File: src/logic/bus_fabric_pkg.sv
// Shared constants for the single-initiator bus fabric
package bus_fabric_pkg;
   localparam int DATA_W_DEFAULT = 32;
   localparam int ADDR_W = 32;
   localparam int SLAVES_DEFAULT = 3;
   // Region decode: upper address bits pick the target
   localparam int REGION_LSB = 28;
   localparam int REGION_W = 4;
   localparam logic [1:0] TRANS_IDLE = 2'h0;
   localparam logic [1:0] TRANS_BUSY = 2'h1;
   localparam logic [1:0] TRANS_NONSEQ = 2'h2;
   localparam logic [1:0] TRANS_SEQ = 2'h3;
   localparam logic [2:0] BURST_SINGLE = 3'h0;
   localparam logic [2:0] BURST_INCR = 3'h1;
   localparam logic [2:0] BURST_WRAP4 = 3'h2;
   localparam logic [2:0] BURST_INCR4 = 3'h3;
   localparam logic RESP_OKAY = 1'h0;
   localparam logic RESP_ERROR = 1'h1;
   // Optional capabilities not declared are absent
   localparam logic CAP_SECURE = 1'h0;
   localparam logic CAP_EXCLUSIVE = 1'h0;
   localparam logic CAP_EXT_MEM_TYPES = 1'h0;
endpackage : bus_fabric_pkg

File: src/logic/bus_fabric_if.sv
// Interface joining the fabric to the initiator and to the targets
`timescale 1ns/1ns
`default_nettype none
interface bus_fabric_if #(
   parameter int DATA_W = 32,
   parameter int SLAVES = 3
) (
   input wire logic i_core_clk
);
   logic i_rst;
   logic [31:0] haddr;
   logic [1:0] htrans;
   logic hwrite;
   logic [2:0] hsize;
   logic [2:0] hburst;
   logic [DATA_W-1:0] hwdata;
   logic [DATA_W-1:0] hrdata;
   logic hready;
   logic hresp;
   logic [SLAVES-1:0] hsel;
   logic [SLAVES-1:0] s_hreadyout;
   logic [SLAVES-1:0] s_hresp;
   logic [SLAVES*DATA_W-1:0] s_hrdata;

   modport fabric (
      input i_core_clk, i_rst, haddr, htrans, hwrite, hsize, hburst,
      hwdata, s_hreadyout, s_hresp, s_hrdata,
      output hrdata, hready, hresp, hsel
   );
   modport initiator (
      input i_core_clk, i_rst, hrdata, hready, hresp,
      output haddr, htrans, hwrite, hsize, hburst, hwdata
   );
endinterface : bus_fabric_if
`default_nettype wire

File: src/logic/bus_initiator.sv
// Simple initiator end issuing single transfers onto the fabric
`timescale 1ns/1ns
`default_nettype none
module bus_initiator
   import bus_fabric_pkg::*;
#(
   parameter int DATA_W = DATA_W_DEFAULT
) (
   bus_fabric_if.initiator bus,
   input wire logic i_req,
   input wire logic i_write,
   input wire logic [31:0] i_addr,
   input wire logic [DATA_W-1:0] i_wdata,
   output logic o_busy,
   output logic o_done,
   output logic o_error,
   output logic [DATA_W-1:0] o_rdata
);
   typedef enum logic [1:0] {
      ST_IDLE = 2'b00,
      ST_ADDR = 2'b01,
      ST_DATA = 2'b10
   } phase_t;
   typedef struct packed {
      phase_t ph;
      logic [31:0] addr;
      logic wr;
      logic [DATA_W-1:0] wdata;
      logic done;
      logic err;
      logic [DATA_W-1:0] rdata;
   } state_t;
   state_t state_reg;
   state_t state_next;

   ////////////////////////////////////////////////////////////////////
   always_comb begin
      state_next = state_reg;
      state_next.done = 1'b0;
      case (state_reg.ph)
         ST_IDLE: begin
            if (i_req) begin
               state_next.ph = ST_ADDR;
               state_next.addr = i_addr;
               state_next.wr = i_write;
               state_next.wdata = i_wdata;
            end
         end
         // one address cycle when ready high
         ST_ADDR: begin
            if (bus.hready) begin
               state_next.ph = ST_DATA;
            end
         end
         ST_DATA: begin
            if (bus.hready) begin
               state_next.ph = ST_IDLE;
               state_next.done = 1'b1;
               state_next.err = bus.hresp;
               if (!state_reg.wr) begin
                  state_next.rdata = bus.hrdata;
               end
            end
         end
         default: state_next.ph = ST_IDLE;
      endcase
   end

   always_ff @(posedge bus.i_core_clk) begin
      if (bus.i_rst) begin
         state_reg <= '0;
      end else begin
         state_reg <= state_next;
      end
   end

   // address and control; single transfers used here
   assign bus.haddr = state_reg.addr;
   assign bus.htrans = (state_reg.ph == ST_ADDR) ? TRANS_NONSEQ : TRANS_IDLE;
   assign bus.hwrite = state_reg.wr;
   assign bus.hsize = 3'h2;
   assign bus.hburst = BURST_SINGLE;
   // write data driven from the captured value in every phase
   assign bus.hwdata = state_reg.wdata;
   assign o_busy = (state_reg.ph != ST_IDLE);
   assign o_done = state_reg.done;
   assign o_error = state_reg.err;
   assign o_rdata = state_reg.rdata;
endmodule : bus_initiator
`default_nettype wire

File: src/flat_wrapper.sv
// flat-port wrapper written by rule: the top's interface ports become plain ports
module bus_initiator_flat import bus_fabric_pkg::*;
#(
   parameter int DATA_W = DATA_W_DEFAULT
)
  (i_req, i_write, i_addr, i_wdata, o_busy, o_done, o_error, o_rdata, i_core_clk, bus_i_rst, bus_hrdata, bus_hready, bus_hresp, bus_haddr, bus_htrans, bus_hwrite, bus_hsize, bus_hburst, bus_hwdata);
  bus_fabric_if #(.DATA_W(DATA_W), .SLAVES((3))) bus_i (.i_core_clk(i_core_clk));
  input wire logic i_req;
  input wire logic i_write;
  input wire logic [31:0] i_addr;
  input wire logic [DATA_W-1:0] i_wdata;
  output logic o_busy;
  output logic o_done;
  output logic o_error;
  output logic [DATA_W-1:0] o_rdata;
  input wire logic i_core_clk;
  input wire logic [$bits(bus_i.i_rst)-1:0] bus_i_rst;
  input wire logic [$bits(bus_i.hrdata)-1:0] bus_hrdata;
  input wire logic [$bits(bus_i.hready)-1:0] bus_hready;
  input wire logic [$bits(bus_i.hresp)-1:0] bus_hresp;
  output wire logic [$bits(bus_i.haddr)-1:0] bus_haddr;
  output wire logic [$bits(bus_i.htrans)-1:0] bus_htrans;
  output wire logic [$bits(bus_i.hwrite)-1:0] bus_hwrite;
  output wire logic [$bits(bus_i.hsize)-1:0] bus_hsize;
  output wire logic [$bits(bus_i.hburst)-1:0] bus_hburst;
  output wire logic [$bits(bus_i.hwdata)-1:0] bus_hwdata;
  assign bus_i.i_rst = bus_i_rst;
  assign bus_i.hrdata = bus_hrdata;
  assign bus_i.hready = bus_hready;
  assign bus_i.hresp = bus_hresp;
  assign bus_haddr = bus_i.haddr;
  assign bus_htrans = bus_i.htrans;
  assign bus_hwrite = bus_i.hwrite;
  assign bus_hsize = bus_i.hsize;
  assign bus_hburst = bus_i.hburst;
  assign bus_hwdata = bus_i.hwdata;
  bus_initiator #(.DATA_W(DATA_W)) u_core (.bus(bus_i), .i_req(i_req), .i_write(i_write), .i_addr(i_addr), .i_wdata(i_wdata), .o_busy(o_busy), .o_done(o_done), .o_error(o_error), .o_rdata(o_rdata));
endmodule
File: config.mk
export PLATFORM = sky130hd
export DESIGN_NAME = bus_initiator_flat
export DESIGN_NICKNAME = d
export VERILOG_FILES = /design/src/logic/bus_fabric_pkg.sv /design/src/logic/bus_fabric_if.sv /design/src/logic/bus_initiator.sv /design/src/flat_wrapper.sv
export SDC_FILE = /design/constraint.sdc
export NUM_CORES = 1
export LEC_CHECK = 0
export ABC_AREA = 1
export BUFFER_PORTS_ARGS = -buffer_cell sky130_fd_sc_hd__buf_2
export CAP_MARGIN = 20
export CORE_MARGIN = 5
export CORE_UTILIZATION = 50
export DETAILED_ROUTE_END_ITERATION = 8
export GPL_TIMING_DRIVEN = 0
export PLACE_DENSITY = 0.92
export SLEW_MARGIN = 40
export SYNTH_ARGS = -nofsm -noshare
export SYNTH_HDL_FRONTEND = slang
export SYNTH_SLANG_ARGS = --single-unit
export TNS_END_PERCENT = 20
File: constraint.sdc
create_clock -name i_core_clk -period 2 [get_ports i_core_clk]
set_clock_uncertainty 0.05 [all_clocks]
set_input_delay 0 -clock i_core_clk [delete_from_list [all_inputs] [get_ports i_core_clk]]
set_output_delay 0 -clock i_core_clk [all_outputs]
set_load 0.005 [all_outputs]
==> impl_summary.md <==
Status
The run finished with clean final reports.

Floorplan
The floorplan step set the die height to ~110 um. The die boundary width is ~110 um. The number of top-level pins is 210. The floorplan step defined a die boundary enclosing 0.0122 sq mm. For this configuration, the core starts out at a cell density of 0.514. The number of rows created at floorplan is 36. The core area is about 0.0098 sq mm.

Worst setup path
The critical path contains buffers and inverters numbering 3 combined. Following the worst setup path forward leads to its endpoint at u_core.o_error. In this run the worst path has a maximum fanout of 10.

The endpoint identified for the worst register-to-register timing path is u_core.o_error. For the worst setup path, the data required time is around 2.2 ns. STA classifies the critical path endpoint as a flip-flop. Counting cells, the worst reg-to-reg path comes to 6. For flop-to-flop paths, the worst setup slack is 0.17 ns. The slowest cell on the critical path is dlygate4sd3_1. The signal on the critical path passes through inv_1 > nor2_4 > buf_2 > nand3_1 > dlygate4sd3_1 > a21oi_1. The kind of cell with the highest combined delay along the critical path is buffers and inverters. The critical path crosses 6 cells after its start point. The most critical setup path has its startpoint at u_core.state_reg[100]. The worst setup path is of the reg2reg kind. The source of the worst register-to-register timing path is u_core.state_reg[100]. STA puts the critical path data arrival time at 2.06 ns. On the worst path, the slowest cell contributes a delay of between 0.5 and 0.6 ns. STA classifies the critical path startpoint as a flip-flop.

GRT
The via count of the first global-routing pass is 5658. The first global-routing pass estimated between 20000 and 30000 um of wire. After global routing the overflow that remains totals 0. The largest net degree at the start of global routing is 17.

The global router's overall resource usage is 0.273. The initial antenna violation count is 0.

Timing
Measured against its own limit, the worst slew margin works out to 0.635. Setup repair after global routing left no endpoint under its margin. The final-report max-slew violation count is 0.

At the pin with the least slew margin, the transition time is between 0.5 and 0.6 ns. The final-report hold violation count is 0. Based on the critical path, the design can be clocked at up to about 550 MHz. The fraction of the cycle the final worst path needs is 0.914.

The routed design could run at a clock period as short as ~1.8 ns. Setup violations remaining at the end of the flow were counted as 0. The total negative slack for setup checks is 0 ns.

Clock tree
In this run the post-CTS setup repair buffer count came out at 0. After clock tree synthesis, the clock-pin slew on the worst setup and hold paths is about 0.10 ns. The CTS tree is done. The cell sitting at the root of the clock tree is a clkbuf_8.

The clock drives between 100 and 150 sinks. The clock passes through at most 2 buffers. The H-tree depth is 3.

Buffers inserted during clock tree synthesis total 9. The clock insertion delay at the later pin of the skew report is roughly 0.34 ns.

Placement
During placement, the flow inserted port buffers numbering roughly 200. The HPWL after detailed placement is between 9000 and 10000 um. Summing all placed instances gives a cell area of 0.00622 sq mm. The final weighted congestion of routability-driven global placement is between 0.8 and 0.9. The instance count after placement with tap cells included is slightly above 1000.

Final layout
The number of fillers in the final layout is about 700. The finished layout holds 1152 standard cells, fillers aside. The growth of design area from synthesis to finish is 47.7%.

The finished cells cover around 0.0074 sq mm. In the final layout, the share of cells above drive strength 1 is 0.347. The count of nets after finishing is ~1100.

Drt
In this run, the number of DRC markers left after iteration 0 of detailed routing was just under 400. The number of search-and-repair iterations in the first detailed-routing pass is 5. The detail route stage leaves a number of antenna-violating nets equal to 0. The detailed router placed roughly 5500 vias in this run. The average detailed-routed wire length per instance is 14.6 um. In the routed design, unresolved DRC markers number 0. Using the TritonRoute via totals, the vias-per-cell ratio works out to 4.77. The routed design has about 17000 um of wire.

Synthesis
The cell count after synthesis is 692. The predominant post-synthesis flop cell is dfxtp_1. The number of flops mapped to enable cells by yosys is 0. The summed instance area of the synthesized netlist is ~0.0050 sq mm.

Synthesis instantiated 17 different standard cells from the library. The synthesized design contains ~100 register bits. In the synthesized netlist the async set-or-reset flop fraction comes to 0. By area the synthesized netlist is led by dfxtp_1 40%, buf_4 17%, nor2_1 15%. For this run, the number of Yosys warnings is 0.

The cell accounting for the most synthesized area is dfxtp_1. The post-synthesis sequential area ratio is 0.402. The average size of a mapped cell is about 7.3 sq um. The top cell type's share of synthesized area is 0.402.

Power
The total power density per cell area is about 640 mW/mm^2. The leakage dissipation is around 0.004 uW. The maximum VDD drop is about 0.00039 V.

Hold path
The worst hold path belongs to the class in2reg.

Flow run
The number of maximum-capacitance violations is 0.
==> report_power, final <==
part | total (uW) | internal [uW] | switching (uW)
registers | 2250 | 2160 | 88.1
logic | 1260 | 688 | 572
clock network | 1230 | 497 | 730
==> final cells by class <==
class                      count  area, sq um  share of cell area
antenna                        2         5.00            0.000674
buffer                       144         1020               0.138
clock buffer                  12          145              0.0195
clock inverter                 4         32.5             0.00438
inverter                      39          146              0.0197
multi-input combinational    413         1860               0.250
sequential                   101         2020               0.272
tap                          133          166              0.0224
timing repair buffer         304         2030               0.274
==> placed cells by master, fill, tap and decap left out <==
cell,n
buf_2,215
nor2_1,198
buf_4,112
nand2_1,102
dlygate4sd3_1,102
dfxtp_1,101
nand3b_1,65
inv_1,37
nand3_1,34
clkbuf_8,10
buf_1,9
conb_1,7
buf_6,6
clkbuf_1,6
nor2_2,3
diode_2,2
inv_2,2
a21oi_1,2
clkinvlp_4,2
nor2_4,1
o21ai_0,1
inv_6,1
clkinv_4,1
==> synth_stat cells, types with 3 or more instances <==
cell type,number
buf_2,13
nand2_1,102
buf_4,112
dfxtp_1,101
buf_6,6
nand3b_1,65
nor2_1,198
nand3_1,34
buf_1,9
inv_1,37
nor2_2,3
clkbuf_1,4
==> worst reg2reg max path, delay by kind of cell, from the launching register on <==
kind	cells	cell delay, ns
simple gates	2	0.25
buf+inv	3	0.92
flops	1	0.43
compound gates	1	0.12
==> through the flow <==
stage	setup slack, ns	hold WS, ns	util	total power [uW]
finish	0.171	0.178	0.760	4740
global route	0.0430	0.186	0.759	4980
CTS	0.203	0.164	0.759	4700
detailed placement	0.549	0.172	0.637	3350
global placement	0.551	0.164	0.637	3320
floorplan	0.857	0.0191	-	2970
==> repair_timing <==
item	CTS	global route
hold endpoints to repair	101	0
hold buffers	102	0
resized for setup	0	0
==> worst min-delay path by stage <==
stage	depth (start not counted)	endpoint	slack, ns	from
floorplan	1	u_core.o_error	0.02	bus_i_rst
global placement	2	u_core.state_reg[99]	0.16	bus_i_rst
detailed placement	2	u_core.state_reg[99]	0.17	bus_i_rst
CTS	5	u_core.bus.hwrite	0.16	i_req
global route	5	u_core.bus.haddr[0]	0.19	i_req
finish	6	u_core.bus.haddr[0]	0.18	i_req
==> per-layer routing <==
layer / wire, um / vias up / GRT usage
met3: 1230 / 67 / 0.0530
met2: 8790 / 277 / 0.510
li1: - / 2645 / -
met4: 690 / 0 / 0.146
met5: 0 / - / 0
met1: 6080 / 2509 / 0.286
==> cells by family after synthesis <==
logic type,count (synthesis),share of synthesized area
buf+inv,183,0.232
compound gates,3,0.00299
simple gates,403,0.361
flops,101,0.402
other cells,2,0.00149
Power figures use the tool's default switching activity.
